===== config.mk =====
export PLATFORM = sky130hd
export DESIGN_NAME = frontend_host_if
export DESIGN_NICKNAME = d
export VERILOG_FILES = /design/src/core/sample_fifo.v /design/src/core/frontend_host_if.v
export VERILOG_INCLUDE_DIRS = /design/src /design/src/core
export SDC_FILE = /design/constraint.sdc
export NUM_CORES = 1
export LEC_CHECK = 0
export ABC_AREA = 1
export BUFFER_PORTS_ARGS = -buffer_cell sky130_fd_sc_hd__buf_2
export CAP_MARGIN = 20
export CELL_PAD_IN_SITES_DETAIL_PLACEMENT = 1
export CELL_PAD_IN_SITES_GLOBAL_PLACEMENT = 1
export CORE_MARGIN = 2
export CORE_UTILIZATION = 50
export CTS_BUF_LIST = sky130_fd_sc_hd__clkbuf_4
export DETAILED_ROUTE_END_ITERATION = 6
export PLACE_DENSITY_LB_ADDON = 0.05
export SLEW_MARGIN = 20
export SYNTH_ARGS = -nofsm -noshare
export SYNTH_HDL_FRONTEND = slang
export SYNTH_SLANG_ARGS = --single-unit

===== constraint.sdc =====
create_clock -name clk_in -period 6.7 [get_ports clk_in]
set_input_delay 2.01 -clock clk_in [delete_from_list [all_inputs] [get_ports clk_in]]
set_output_delay 2.01 -clock clk_in [all_outputs]
set_load 0.005 [all_outputs]

===== src/core/frontend_defs.vh =====
// Purpose: constants for the modem front-end host interface
// Assumes: included by bare name from core design files
// Notes: register map kept to the bits the interface logic uses
// Behaviour
// RULE_01: three-wire serial port reaches every register
// RULE_02: transaction is instruction byte plus data
// RULE_03: instruction taken at eighth rising edge
// RULE_04: write data applied at each byte end
// RULE_05: instruction top bit one means read
// RULE_06: bits six-five give one to four bytes
// RULE_07: low five bits give start address
// RULE_08: sample rising, change read data falling
// RULE_09: inputs ignored while select is high
// RULE_10: first eight bits form the instruction
// RULE_11: register zero bit six selects lsb-first
// RULE_12: msb-first mode decrements the address
// RULE_13: lsb-first mode increments the address
// RULE_14: ten-bit shared sample bus, device slave
// RULE_15: host clocks match the reference frequency
// RULE_16: take tx words when tx only enabled
// RULE_17: drive rx samples while rx enabled; code also releases the bus after the rx clock idles 64 clk_in cycles
// RULE_18: bus released when both enables low
// RULE_19: host clocks tx after enable drops
// RULE_20: per-direction twos complement and edge select
// RULE_21: programmable three-state for sample port
// RULE_22: host tx clock follows pll and interpolation
// RULE_23: register zero bit seven selects four-wire
// RULE_24: select release aborts partial transaction
`ifndef FRONTEND_DEFS_VH
`define FRONTEND_DEFS_VH
`define REG_CFG 5'h00
`define REG_PWR 5'h01
`define REG_SPARE 5'h02
`define REG_CLK 5'h03
`define REG_RXF 5'h04
`define REG_TUNE 5'h05
`define REG_GAIN 5'h06
`define REG_TXC 5'h07
`define REG_RXC 5'h08
`define REG_VER 5'h0f
`define RST_CFG 8'h00
`define RST_PWR 8'h00
`define RST_SPARE 8'h00
`define RST_CLK 8'h01
`define RST_RXF 8'h01
`define RST_TUNE 8'h80
`define RST_GAIN 8'h00
`define RST_TXC 8'h10
`define RST_RXC 8'h00
`define CFG_FOURWIRE 7
`define CFG_LSBFIRST 6
`define CFG_SWRESET 5
`define TXC_FALL 1
`define TXC_TWOS 0
`define RXC_TRISTATE 3
`define RXC_FALL 1
`define RXC_TWOS 0
`define INS_READ 7
`define INS_CNT_HI 6
`define INS_CNT_LO 5
`define SAMPLE_MSB 9
`define BIT_LAST 3'h7
`define INS_ADDR_HI 4
`define INS_ADDR_LO 0
`define RXK_IDLE_LIMIT 8'h40
`endif


===== src/core/sample_fifo.v =====
// Purpose: synchronous fifo with valid/ready on both sides
// Assumes: single clock, width and depth as parameters
// Notes: depth must be a power of two
`timescale 1ns/10ps
module sample_fifo #(
  parameter WIDTH = 10,
  parameter DEPTH = 32,
  parameter AW = 5
) (
  input wire clk_in, // clock
  input wire rstn_in, // async reset, active low
  input wire [WIDTH-1:0] in_data_in, // write data
  input wire in_valid_in, // write request
  output wire in_ready_out, // room available
  output wire [WIDTH-1:0] out_data_out, // head word
  output wire out_valid_out, // not empty
  input wire out_ready_in // consumer takes word
);
  reg [WIDTH-1:0] mem [0:DEPTH-1];
  reg [AW:0] wr_q;
  reg [AW:0] rd_q;
  wire full = (wr_q[AW] != rd_q[AW]) && (wr_q[AW-1:0] == rd_q[AW-1:0]);
  wire empty = (wr_q == rd_q);
  wire push = in_valid_in && !full;
  wire pop = out_ready_in && !empty;
  assign in_ready_out = !full;
  assign out_valid_out = !empty;
  assign out_data_out = mem[rd_q[AW-1:0]];
  always @(posedge clk_in) begin
    if (push) begin
      mem[wr_q[AW-1:0]] <= in_data_in;
    end
  end
  always @(posedge clk_in or negedge rstn_in) begin
    if (!rstn_in) begin
      wr_q <= {(AW+1){1'b0}};
      rd_q <= {(AW+1){1'b0}};
    end else begin
      if (push) begin
        wr_q <= wr_q + {{AW{1'b0}}, 1'b1};
      end
      if (pop) begin
        rd_q <= rd_q + {{AW{1'b0}}, 1'b1};
      end
    end
  end
endmodule // sample_fifo


===== src/core/frontend_host_if.v =====
// Purpose: serial register port and shared sample bus of the front end
// Assumes: serial and sample clocks are pins, oversampled by clk_in
// Notes: register bits drive the sample port; analogue side sits outside
`timescale 1ns/10ps
`include "frontend_defs.vh"
module frontend_host_if #(
  parameter FIFO_DEPTH = 32,
  parameter FIFO_AW = 5,
  parameter [3:0] VERSION = 4'h0 // arbitrary value
) (
  input wire clk_in, // 125 mhz system clock
  input wire rstn_in, // async reset, active low
  input wire serial_clock_in, // serial port clock pin
  input wire serial_select_n_in, // serial select, active low
  input wire serial_data_io_in, // serial data pin level
  output reg serial_data_io_out, // serial data drive value
  output reg serial_data_io_oe_out, // serial data drive enable
  output reg boost_serial_out_pin_out, // four-wire serial output
  input wire tx_enable_in, // transmit enable pin
  input wire rx_enable_in, // receive enable pin
  input wire tx_clock_in, // transmit clock pin
  input wire rx_clock_in, // receive clock pin
  input wire [9:0] shared_sample_bus_in, // sample bus pin levels
  output reg [9:0] shared_sample_bus_out, // sample bus drive value
  output reg shared_sample_bus_oe_out, // sample bus drive enable
  output wire [9:0] tx_word_out, // transmit word to datapath
  output wire tx_word_valid_out, // transmit word present
  input wire tx_word_ready_in, // datapath takes transmit word
  input wire [9:0] rx_sample_in, // adc sample, straight binary
  output wire [7:0] pwr_reg_out, // power-down register
  output wire [7:0] clk_reg_out, // clock source register
  output wire [7:0] rxf_reg_out, // receive filter register
  output wire [7:0] tune_reg_out, // filter tuning register
  output wire [7:0] gain_reg_out, // gain register
  output wire [7:0] txc_reg_out, // transmit config register
  output wire [7:0] rxc_reg_out, // receive config register
  output wire soft_reset_out, // software reset pulse
  output wire fifo_overflow_out // tx word lost, fifo full
);
  // state codes
  localparam ST_INS = 2'h0;
  localparam ST_DATA = 2'h1;
  localparam ST_DONE = 2'h2;

  function [7:0] rev8;
    input [7:0] v;
    integer i;
    begin
      for (i = 0; i < 8; i = i + 1) begin
        rev8[i] = v[7-i];
      end
    end
  endfunction

  // twos complement and straight binary differ only in the sign bit
  function [9:0] fmt_flip;
    input [9:0] w;
    input twos;
    begin
      fmt_flip = {w[`SAMPLE_MSB] ^ twos, w[`SAMPLE_MSB-1:0]};
    end
  endfunction

  // two-flop synchronisers for every pin input
  reg [1:0] sck_s_q;
  reg [1:0] sel_s_q;
  reg [1:0] sdi_s_q;
  reg [1:0] txe_s_q;
  reg [1:0] rxe_s_q;
  reg [1:0] txk_s_q;
  reg [1:0] rxk_s_q;
  reg [9:0] bus_a_q;
  reg [9:0] bus_b_q;
  reg sck_prev_q;
  reg txk_prev_q;
  reg rxk_prev_q;
  always @(posedge clk_in or negedge rstn_in) begin
    if (!rstn_in) begin
      sck_s_q <= 2'h0;
      sel_s_q <= 2'h3;
      sdi_s_q <= 2'h0;
      txe_s_q <= 2'h0;
      rxe_s_q <= 2'h0;
      txk_s_q <= 2'h0;
      rxk_s_q <= 2'h0;
      bus_a_q <= 10'h000;
      bus_b_q <= 10'h000;
      sck_prev_q <= 1'b0;
      txk_prev_q <= 1'b0;
      rxk_prev_q <= 1'b0;
    end else begin
      sck_s_q <= {sck_s_q[0], serial_clock_in};
      sel_s_q <= {sel_s_q[0], serial_select_n_in};
      sdi_s_q <= {sdi_s_q[0], serial_data_io_in};
      txe_s_q <= {txe_s_q[0], tx_enable_in};
      rxe_s_q <= {rxe_s_q[0], rx_enable_in};
      txk_s_q <= {txk_s_q[0], tx_clock_in};
      rxk_s_q <= {rxk_s_q[0], rx_clock_in};
      bus_a_q <= shared_sample_bus_in;
      bus_b_q <= bus_a_q;
      sck_prev_q <= sck_s_q[1];
      txk_prev_q <= txk_s_q[1];
      rxk_prev_q <= rxk_s_q[1];
    end
  end
  wire sck = sck_s_q[1];
  wire sel_n = sel_s_q[1];
  wire sck_rise = sck && !sck_prev_q; // RULE_08
  wire sck_fall = !sck && sck_prev_q; // RULE_08
  wire txk_rise = txk_s_q[1] && !txk_prev_q;
  wire txk_fall = !txk_s_q[1] && txk_prev_q;
  wire rxk_rise = rxk_s_q[1] && !rxk_prev_q;
  wire rxk_fall = !rxk_s_q[1] && rxk_prev_q;

  // register file
  reg [7:0] cfg_q;
  reg [7:0] pwr_q;
  reg [7:0] spare_q;
  reg [7:0] clk_q;
  reg [7:0] rxf_q;
  reg [7:0] tune_q;
  reg [7:0] gain_q;
  reg [7:0] txc_q;
  reg [7:0] rxc_q;
  wire lsb_first = cfg_q[`CFG_LSBFIRST]; // RULE_11
  wire four_wire = cfg_q[`CFG_FOURWIRE]; // RULE_23

  function [7:0] reg_read;
    input [4:0] a;
    begin
      case (a) // RULE_01
        `REG_CFG: reg_read = cfg_q;
        `REG_PWR: reg_read = pwr_q;
        `REG_SPARE: reg_read = spare_q;
        `REG_CLK: reg_read = clk_q;
        `REG_RXF: reg_read = rxf_q;
        `REG_TUNE: reg_read = tune_q;
        `REG_GAIN: reg_read = gain_q;
        `REG_TXC: reg_read = txc_q;
        `REG_RXC: reg_read = rxc_q;
        `REG_VER: reg_read = {4'h0, VERSION};
        default: reg_read = 8'h00;
      endcase
    end
  endfunction

  // read byte arranged so that the shifter always sends its top bit first
  function [7:0] ordered_read;
    input [4:0] a;
    reg [7:0] v;
    begin
      v = reg_read(a);
      ordered_read = lsb_first ? rev8(v) : v; // RULE_13
    end
  endfunction

  // serial engine
  reg [1:0] st_q;
  reg [2:0] bit_q;
  reg [7:0] shift_q;
  reg rd_q;
  reg [1:0] left_q;
  reg [4:0] addr_q;
  reg [7:0] tx_sh_q;
  // next read byte, moved into the shifter at the falling edge after a byte ends
  reg [7:0] pend_q;
  reg wr_en_q;
  reg [4:0] wr_addr_q;
  reg [7:0] wr_data_q;
  wire [7:0] got = {shift_q[6:0], sdi_s_q[1]};
  wire [7:0] byte_in = lsb_first ? rev8(got) : got; // RULE_13
  wire [4:0] next_addr = lsb_first ? addr_q + 5'h01 : addr_q - 5'h01; // RULE_12 RULE_13
  wire byte_end = sck_rise && (bit_q == `BIT_LAST);

  always @(posedge clk_in or negedge rstn_in) begin
    if (!rstn_in) begin
      st_q <= ST_INS;
      bit_q <= 3'h0;
      shift_q <= 8'h00;
      rd_q <= 1'b0;
      left_q <= 2'h0;
      addr_q <= 5'h00;
      tx_sh_q <= 8'h00;
      pend_q <= 8'h00;
      wr_en_q <= 1'b0;
      wr_addr_q <= 5'h00;
      wr_data_q <= 8'h00;
    end else begin
      wr_en_q <= 1'b0;
      if (sel_n) begin
        st_q <= ST_INS; // RULE_09 RULE_24
        bit_q <= 3'h0;
      end else if (sck_rise) begin
        shift_q <= got;
        bit_q <= bit_q + 3'h1;
        // byte boundary: act at once, the host may deselect soon after
        if (byte_end) begin
          case (st_q)
            ST_INS: begin // RULE_03 RULE_10
              rd_q <= byte_in[`INS_READ]; // RULE_05
              left_q <= byte_in[`INS_CNT_HI:`INS_CNT_LO]; // RULE_06
              addr_q <= byte_in[`INS_ADDR_HI:`INS_ADDR_LO]; // RULE_07
              st_q <= ST_DATA; // RULE_02
              // parked until the falling edge; read data never moves while sclk is high
              pend_q <= ordered_read(byte_in[`INS_ADDR_HI:`INS_ADDR_LO]); // RULE_08
            end
            ST_DATA: begin
              if (!rd_q) begin
                wr_en_q <= 1'b1; // RULE_04
                wr_addr_q <= addr_q;
                wr_data_q <= byte_in;
              end
              addr_q <= next_addr;
              pend_q <= ordered_read(next_addr); // RULE_12 RULE_13
              if (left_q == 2'h0) begin
                st_q <= ST_DONE; // RULE_02
              end
              left_q <= left_q - 2'h1;
            end
            default: st_q <= ST_DONE;
          endcase
        end
      end else if (sck_fall && st_q == ST_DATA) begin
        if (bit_q == 3'h0) begin
          tx_sh_q <= pend_q; // RULE_08
        end else begin
          tx_sh_q <= {tx_sh_q[6:0], 1'b0}; // RULE_08
        end
      end
    end
  end

  // read data output, three-wire or four-wire
  wire reading = !sel_n && st_q == ST_DATA && rd_q;
  always @(posedge clk_in or negedge rstn_in) begin
    if (!rstn_in) begin
      serial_data_io_out <= 1'b0;
      serial_data_io_oe_out <= 1'b0;
      boost_serial_out_pin_out <= 1'b0;
    end else begin
      serial_data_io_out <= tx_sh_q[7];
      serial_data_io_oe_out <= reading && !four_wire; // RULE_01 RULE_09
      boost_serial_out_pin_out <= four_wire ? tx_sh_q[7] : gain_q[6]; // RULE_23
    end
  end

  // register write; software reset keeps register zero except its reset bit
  wire sw_rst = cfg_q[`CFG_SWRESET];
  assign soft_reset_out = sw_rst;
  always @(posedge clk_in or negedge rstn_in) begin
    if (!rstn_in) begin
      cfg_q <= `RST_CFG;
      pwr_q <= `RST_PWR;
      spare_q <= `RST_SPARE;
      clk_q <= `RST_CLK;
      rxf_q <= `RST_RXF;
      tune_q <= `RST_TUNE;
      gain_q <= `RST_GAIN;
      txc_q <= `RST_TXC;
      rxc_q <= `RST_RXC;
    end else if (sw_rst) begin
      cfg_q[`CFG_SWRESET] <= 1'b0;
      pwr_q <= `RST_PWR;
      spare_q <= `RST_SPARE;
      clk_q <= `RST_CLK;
      rxf_q <= `RST_RXF;
      tune_q <= `RST_TUNE;
      gain_q <= `RST_GAIN;
      txc_q <= `RST_TXC;
      rxc_q <= `RST_RXC;
    end else if (wr_en_q) begin
      case (wr_addr_q) // RULE_04
        `REG_CFG: cfg_q <= wr_data_q;
        `REG_PWR: pwr_q <= wr_data_q;
        `REG_SPARE: spare_q <= wr_data_q;
        `REG_CLK: clk_q <= wr_data_q;
        `REG_RXF: rxf_q <= wr_data_q;
        `REG_TUNE: tune_q <= wr_data_q;
        `REG_GAIN: gain_q <= wr_data_q;
        `REG_TXC: txc_q <= wr_data_q;
        `REG_RXC: rxc_q <= wr_data_q;
        default: cfg_q <= cfg_q;
      endcase
    end
  end
  assign pwr_reg_out = pwr_q;
  assign clk_reg_out = clk_q;
  assign rxf_reg_out = rxf_q;
  assign tune_reg_out = tune_q;
  assign gain_reg_out = gain_q;
  assign txc_reg_out = txc_q;
  assign rxc_reg_out = rxc_q;

  // transmit path: capture on selected edge into the fifo
  wire tx_edge = txc_q[`TXC_FALL] ? txk_fall : txk_rise; // RULE_20
  wire tx_take = tx_edge && txe_s_q[1] && !rxe_s_q[1]; // RULE_14 RULE_16
  // twos complement converts to straight binary by msb flip
  wire [9:0] tx_conv = fmt_flip(bus_b_q, txc_q[`TXC_TWOS]); // RULE_20
  wire fifo_in_ready;
  // no stall toward the host is possible, so a full fifo drops the word
  assign fifo_overflow_out = tx_take && !fifo_in_ready;
  sample_fifo #(
    .WIDTH(10),
    .DEPTH(FIFO_DEPTH),
    .AW(FIFO_AW)
  ) u_tx_fifo (
    .clk_in(clk_in),
    .rstn_in(rstn_in),
    .in_data_in(tx_conv),
    .in_valid_in(tx_take),
    .in_ready_out(fifo_in_ready),
    .out_data_out(tx_word_out),
    .out_valid_out(tx_word_valid_out),
    .out_ready_in(tx_word_ready_in)
  );

  // receive clock watchdog: a parked clock releases the bus after the idle limit,
  // so a host that stops the clock never sees a stale word held on the bus
  reg [7:0] rxk_idle_q;
  wire rxk_running = (rxk_idle_q != `RXK_IDLE_LIMIT);
  always @(posedge clk_in or negedge rstn_in) begin
    if (!rstn_in) begin
      rxk_idle_q <= `RXK_IDLE_LIMIT;
    end else if (rxk_rise || rxk_fall) begin
      rxk_idle_q <= 8'h00; // RULE_17
    end else if (rxk_running) begin
      rxk_idle_q <= rxk_idle_q + 8'h01;
    end
  end

  // receive path: update bus word on the edge opposite the validating one
  wire rx_upd = rxc_q[`RXC_FALL] ? rxk_rise : rxk_fall; // RULE_20
  always @(posedge clk_in or negedge rstn_in) begin
    if (!rstn_in) begin
      shared_sample_bus_out <= 10'h000;
      shared_sample_bus_oe_out <= 1'b0;
    end else begin
      if (rx_upd) begin // RULE_17
        shared_sample_bus_out <= fmt_flip(rx_sample_in, rxc_q[`RXC_TWOS]); // RULE_20
      end
      // drive only while receive enabled, clock present and not three-stated
      shared_sample_bus_oe_out <= rxe_s_q[1] && rxk_running &&
                                  !rxc_q[`RXC_TRISTATE]; // RULE_17 RULE_18 RULE_21
    end
  end
endmodule // frontend_host_if


After elaboration in Yosys (flattened, before gate mapping)
Memories as Yosys holds them, arrays and structs flattened.
Index checks and enable logic that the tools add are counted.
{ "word_totals": {"regBits": 193, "mem_bits_rw": 320, "input_bits": 30, "out_inout_bits": 83, "word_cells": 208, "n_memories": 1} }
{ "mem_list": {"columns": ["name", "depth", "word_bits", "rd", "rd_ports_with_merged_regs", "write_ports", "line_no", "source"], "rows": [
  ["u_tx_fifo.mem", 32, 10, 1, 0, 1, "sample_fifo.v:19", "reg [WIDTH-1:0] mem [0:DEPTH-1];"]
]} }
{ "classes": {"add_sub_neg": 7, "eq_ne": 31, "n_mux": 56, "bitwise": 6, "reduce_logical": 66} }
{ "op_table": {"columns": ["cell", "count"], "rows": [
  ["$mux W8", 30],
  ["$pmux W8 S9", 2],
  ["$eq A5 B3 Y1 const B", 12],
  ["$eq A5 B2 Y1 const B", 6],
  ["$reduce_bool A2 Y1", 13],
  ["$logic_and A1 B1 Y1", 19],
  ["$reduce_and A2 Y1", 9],
  ["$pmux W8 S2", 1],
  ["$eq A5 B1 Y1 const B", 3],
  ["$eq A5 B4 Y1 const B", 3],
  ["$logic_not A5 Y1", 3],
  ["$add A6 B1 Y6 const B", 2],
  ["$logic_not A1 Y1", 12],
  ["$mux W6", 2],
  ["$mux W1", 11],
  ["$pmux W5 S2", 1],
  ["$reduce_and A3 Y1", 3],
  ["$add A8 B1 Y8 const B", 1],
  ["$mux W2", 4],
  ["$ne A8 B7 Y1 const B", 1],
  ["$pmux W2 S2", 2],
  ["$reduce_and A4 Y1", 2],
  ["$eq A6 B6 Y1", 1],
  ["$mux W3", 2],
  ["16 further kinds", 21]
]} }

Longest topological paths before layout
{ "logic_depth": {"depth_word": 8, "depth_mapped": 16, "mapped_depth_nobuf": 14} }

Hierarchy
Synthesis repeated with hierarchy kept, for this count alone.
{ "hier_totals": {"cells_unflattened": 2310, "area_unflattened_um2": 22464.0} }
{ "by_module_without_submodules": {"columns": ["module", "instances", "cells_per_inst", "area_per_inst_um2", "seq_area_each_um2"], "rows": [
  ["sample_fifo", 1, 1246, 13809.5, 9909.5],
  ["frontend_host_if", 1, 1064, 8654.6, 4538.1]
]} }

Worst setup path before layout
OpenSTA, ideal clock, no wires.
{ "synth_path": {"path_kind": "register to output", "start": "register u_tx_fifo.rd_q[0]", "end": "output tx_word_out[5]", "arrival_ns": 1.573, "required_time_ns": 4.690, "slack_ns": 3.117, "path_stages_with_launch": 9, "path_buffers": 3, "cell_sequence": "dfrtp_1 > buf_2 > clkinv_1 > buf_2 > clkbuf_1 > o21ai_0 > o221ai_1 > nand3_1 > a32oi_1"} }
{ "synth_between": {"elab_chain_cells": 1} }
{ "synth_lines": {"columns": ["item", "line_no", "source"], "rows": [
  ["start: declaration", "sample_fifo.v:21", "reg [AW:0] rd_q;"],
  ["start signal: assignment", "sample_fifo.v:37", "rd_q <= {(AW+1){1'b0}};"],
  ["start signal: assignment", "sample_fifo.v:43", "rd_q <= rd_q + {{AW{1'b0}}, 1'b1};"],
  ["$mem_v2 Z32 W10", null, null],
  ["end: declaration", "frontend_host_if.v:26", "output wire [9:0] tx_word_out,"]
]} }
Every way passes these cells.

Final worst setup path
{ "layout_path": {"start": "register u_tx_fifo.rd_q[0]", "end": "output tx_word_out[4]"} }
Same word-level chain as after synthesis.

==> results.yml <==
finish:
  final_cell_mix: "nand2_1, edfxtp_1, nor2_1, o21ai_0, clkbuf_4"
  drive_above_1_share_pct: 20.3
  area_delta_synth_final_pct: 13.7
  final_common_cell: "nand2_1"
  final_util_pct: 57.6
  final_nets: 2250
  design_area_um2: 24900
  stdcell_count: 2881
timing:
  slew_violations: 0
  slew_headroom_pct: 25.2
  finalCritPeriodShare_pct: 92.0
  whs_ps: 346
  setup_tns_ps: 0
  fin_skew_ps: 44.3
  finalSetupViolCount: 0
  rsz0062_at_grt: "false"
  timing.fmax_mhz: 162
  setup_ws_ps: 539
  hold_viol: 0
  worst_pin_slew_ps: 1120
  post-route-min-period_ps: 6160
run_status:
  status: "finished clean"
pwr:
  clkPwrFrac_pct: 33.5
  power_frac_seq_pct: 42.9
  peakVddDrop_uv: 250
  power_mw: 8.44
  p_int_mw: 5.56
  power_density_nw_per_um2: 339
  power.leakage_nw: 9.80
  power.switching_fraction_pct: 34.1
  power.switching_mw: 2.88
  combPwrFrac_pct: 23.7
setup_path:
  worstPathCellList: "buf_4, o21ai_0, o22ai_1, nor2_1, nor2_1, o21ai_0, a32oi_1, buf_2"
  cp.required_ps: 4690
  cp_max_fo: 87
  crit_start: "u_tx_fifo.rd_q[0]"
  r2r_setup_slack_ps: 2770
  start_kind: "register"
  r2r_start: "u_tx_fifo.rd_q[0]"
  cp-endpoint: "tx_word_out[4]"
  crit_type: "reg2out"
  r2r_end: "u_tx_fifo.mem[10][0]"
  worst_r2r_path_depth: 9
  worst_path_max_delay_cell: "dfrtp_4"
  worstSetupEndpointType: "output port"
  critPathMaxStageDelay_ps: 980
  arrival_ps: 4150
route:
  route.detailed.drc: 0
  totalWireLength_mm: 66.9
  vias_per_cell: 5.73
  routedWlPerCell_um: 23.2
  drt-initial-drc-count: 1129
  postRouteAntennaNets: 0
  first_pass_iters: 5
  via_count: 16508
global_route:
  antenna_found_initial: 2
  track_usage_pct: 30.4
  gr-total-overflow: 0
  use_met1_pct: 36.8
  busiest_layer: "met2"
  grt_pass1_wl_mm: 102
  grt_use_met3_pct: 6.05
  grt_pass1_vias: 17418
  gr-usage-met2_pct: 52.3
  grt_max_degree: 130
placed_design:
  place.detailed.hpwl_mm: 43.6
  place_ws_ps: 1540
  port-buffer-count: 112
  gp_congestion: 0.901
  dp.cells: 2643
  place_area_um2: 23100
die:
  die-area_um2: 45500
  die_x_um: 213
  num_rows: 76
  core_area_um2: 43200
  die_y_um: 213
  io_pins: 113
  start_util_pct: 50.7
hold_path:
  hold_path_class: "reg2reg"
  worstHoldPathCells: 0
synth:
  synthArstFlopShare_pct: 37.6
  netlist_area_um2: 21900
  yosysUniqueCellTypes: 45
  seq_area_frac_synth_pct: 66.0
  synth-edff-count: 320
  syn-num-nets: 2064
  postSynthAreaPerCell_um2: 10.9
  yosys_warnings: 0
  synthFlopType: "edfxtp_1"
  syn_inst: 2013
  synth-seq-cells: 513
cts:
  cts_setup_buffers: 0
  htree_levels: 4
  cts.clk_slew.worst_paths_ps: 70
  ctsResizeCount: 0
  cts_tree: "yes"
  cts.sinks: 513
  clk_latency_ps: 950
  clockBufferDepth: 3
  cts_buffers: 137
  cts_hold_buffers: 0
  root_buffer: "clkbuf_4"
run:
  maxCapViolCount: 0
## power by group through the flow
stage	clock, mW	combinational, mW	sequential, mW
finish	2.83	2.00	3.62
global route	3.06	2.17	3.63
CTS	2.90	1.99	3.62
detailed placement	0	1.98	3.68
global placement	0	1.90	3.67
floorplan	0	1.30	3.55
## state kept, by name, indices dropped and copies added (netlist names), 10 cells and up
register and cells:
bus_a_q 10, bus_b_q 10, shared_sample_bus_out 10, u_tx_fifo.mem 320
## logic make-up after synthesis
logic type | after synthesis | share of synthesized area (%)
adders and majority gates | 21 | 1.23
buffers and inverters | 213 | 3.83
xor gates and xnor gates | 16 | 0.640
AOI/OAI and AO/OA | 428 | 11.4
muxes | 20 | 1.03
and+or+nand+nor | 802 | 15.9
DFF | 513 | 66.0
## critical path: cells and delay by family, from the launching register on
family | cells | cell delay (ps)
AOI/OAI and AO/OA | 4 | 980
DFF | 1 | 980
and+or+nand+nor | 2 | 170
buffers and inverters | 2 | 1020
## how the worst min path moves through the flow
stage | from | end
floorplan | bus_a_q[0] | bus_b_q[0]
global placement | sdi_s_q[0] | sdi_s_q[1]
detailed placement | bus_a_q[9] | bus_b_q[9]
CTS | txk_s_q[0] | txk_s_q[1]
global route | bus_a_q[9] | bus_b_q[9]
finish | bus_a_q[9] | bus_b_q[9]
## routing by layer
layer / vias to the layer above / wire (um)
met1: 8338 / 26900
met4: 0 / 2460
met2: 518 / 34300
met5: - / 0
li1: 7511 / -
met3: 141 / 3280
## synth_stat cells (20+ instances only)
cell | n | share of area [%]
clkbuf_1 | 72 | 1.2
dfrtp_1 | 186 | 21
nor2_1 | 305 | 5.2
edfxtp_1 | 320 | 44
o22ai_1 | 20 | 0.57
mux2_2 | 20 | 1.0
nand2_1 | 325 | 5.6
o221ai_1 | 60 | 2.4
ha_1 | 20 | 1.1
nand3_1 | 89 | 2.0
a21oi_1 | 30 | 0.69
o21ai_0 | 275 | 6.3
inv_1 | 108 | 1.9
nand4_1 | 29 | 0.83
## final cells by class
type                       count  area [um2]
antenna                        2        5.00
clock buffer                 213        1600
clock inverter                21         165
fill                        4789       18300
inverter                     118         452
multi-input combinational   1287        6660
sequential                   513       14500
tap                          585         732
timing repair buffer         142         811
(Power assumes the default switching activity.)
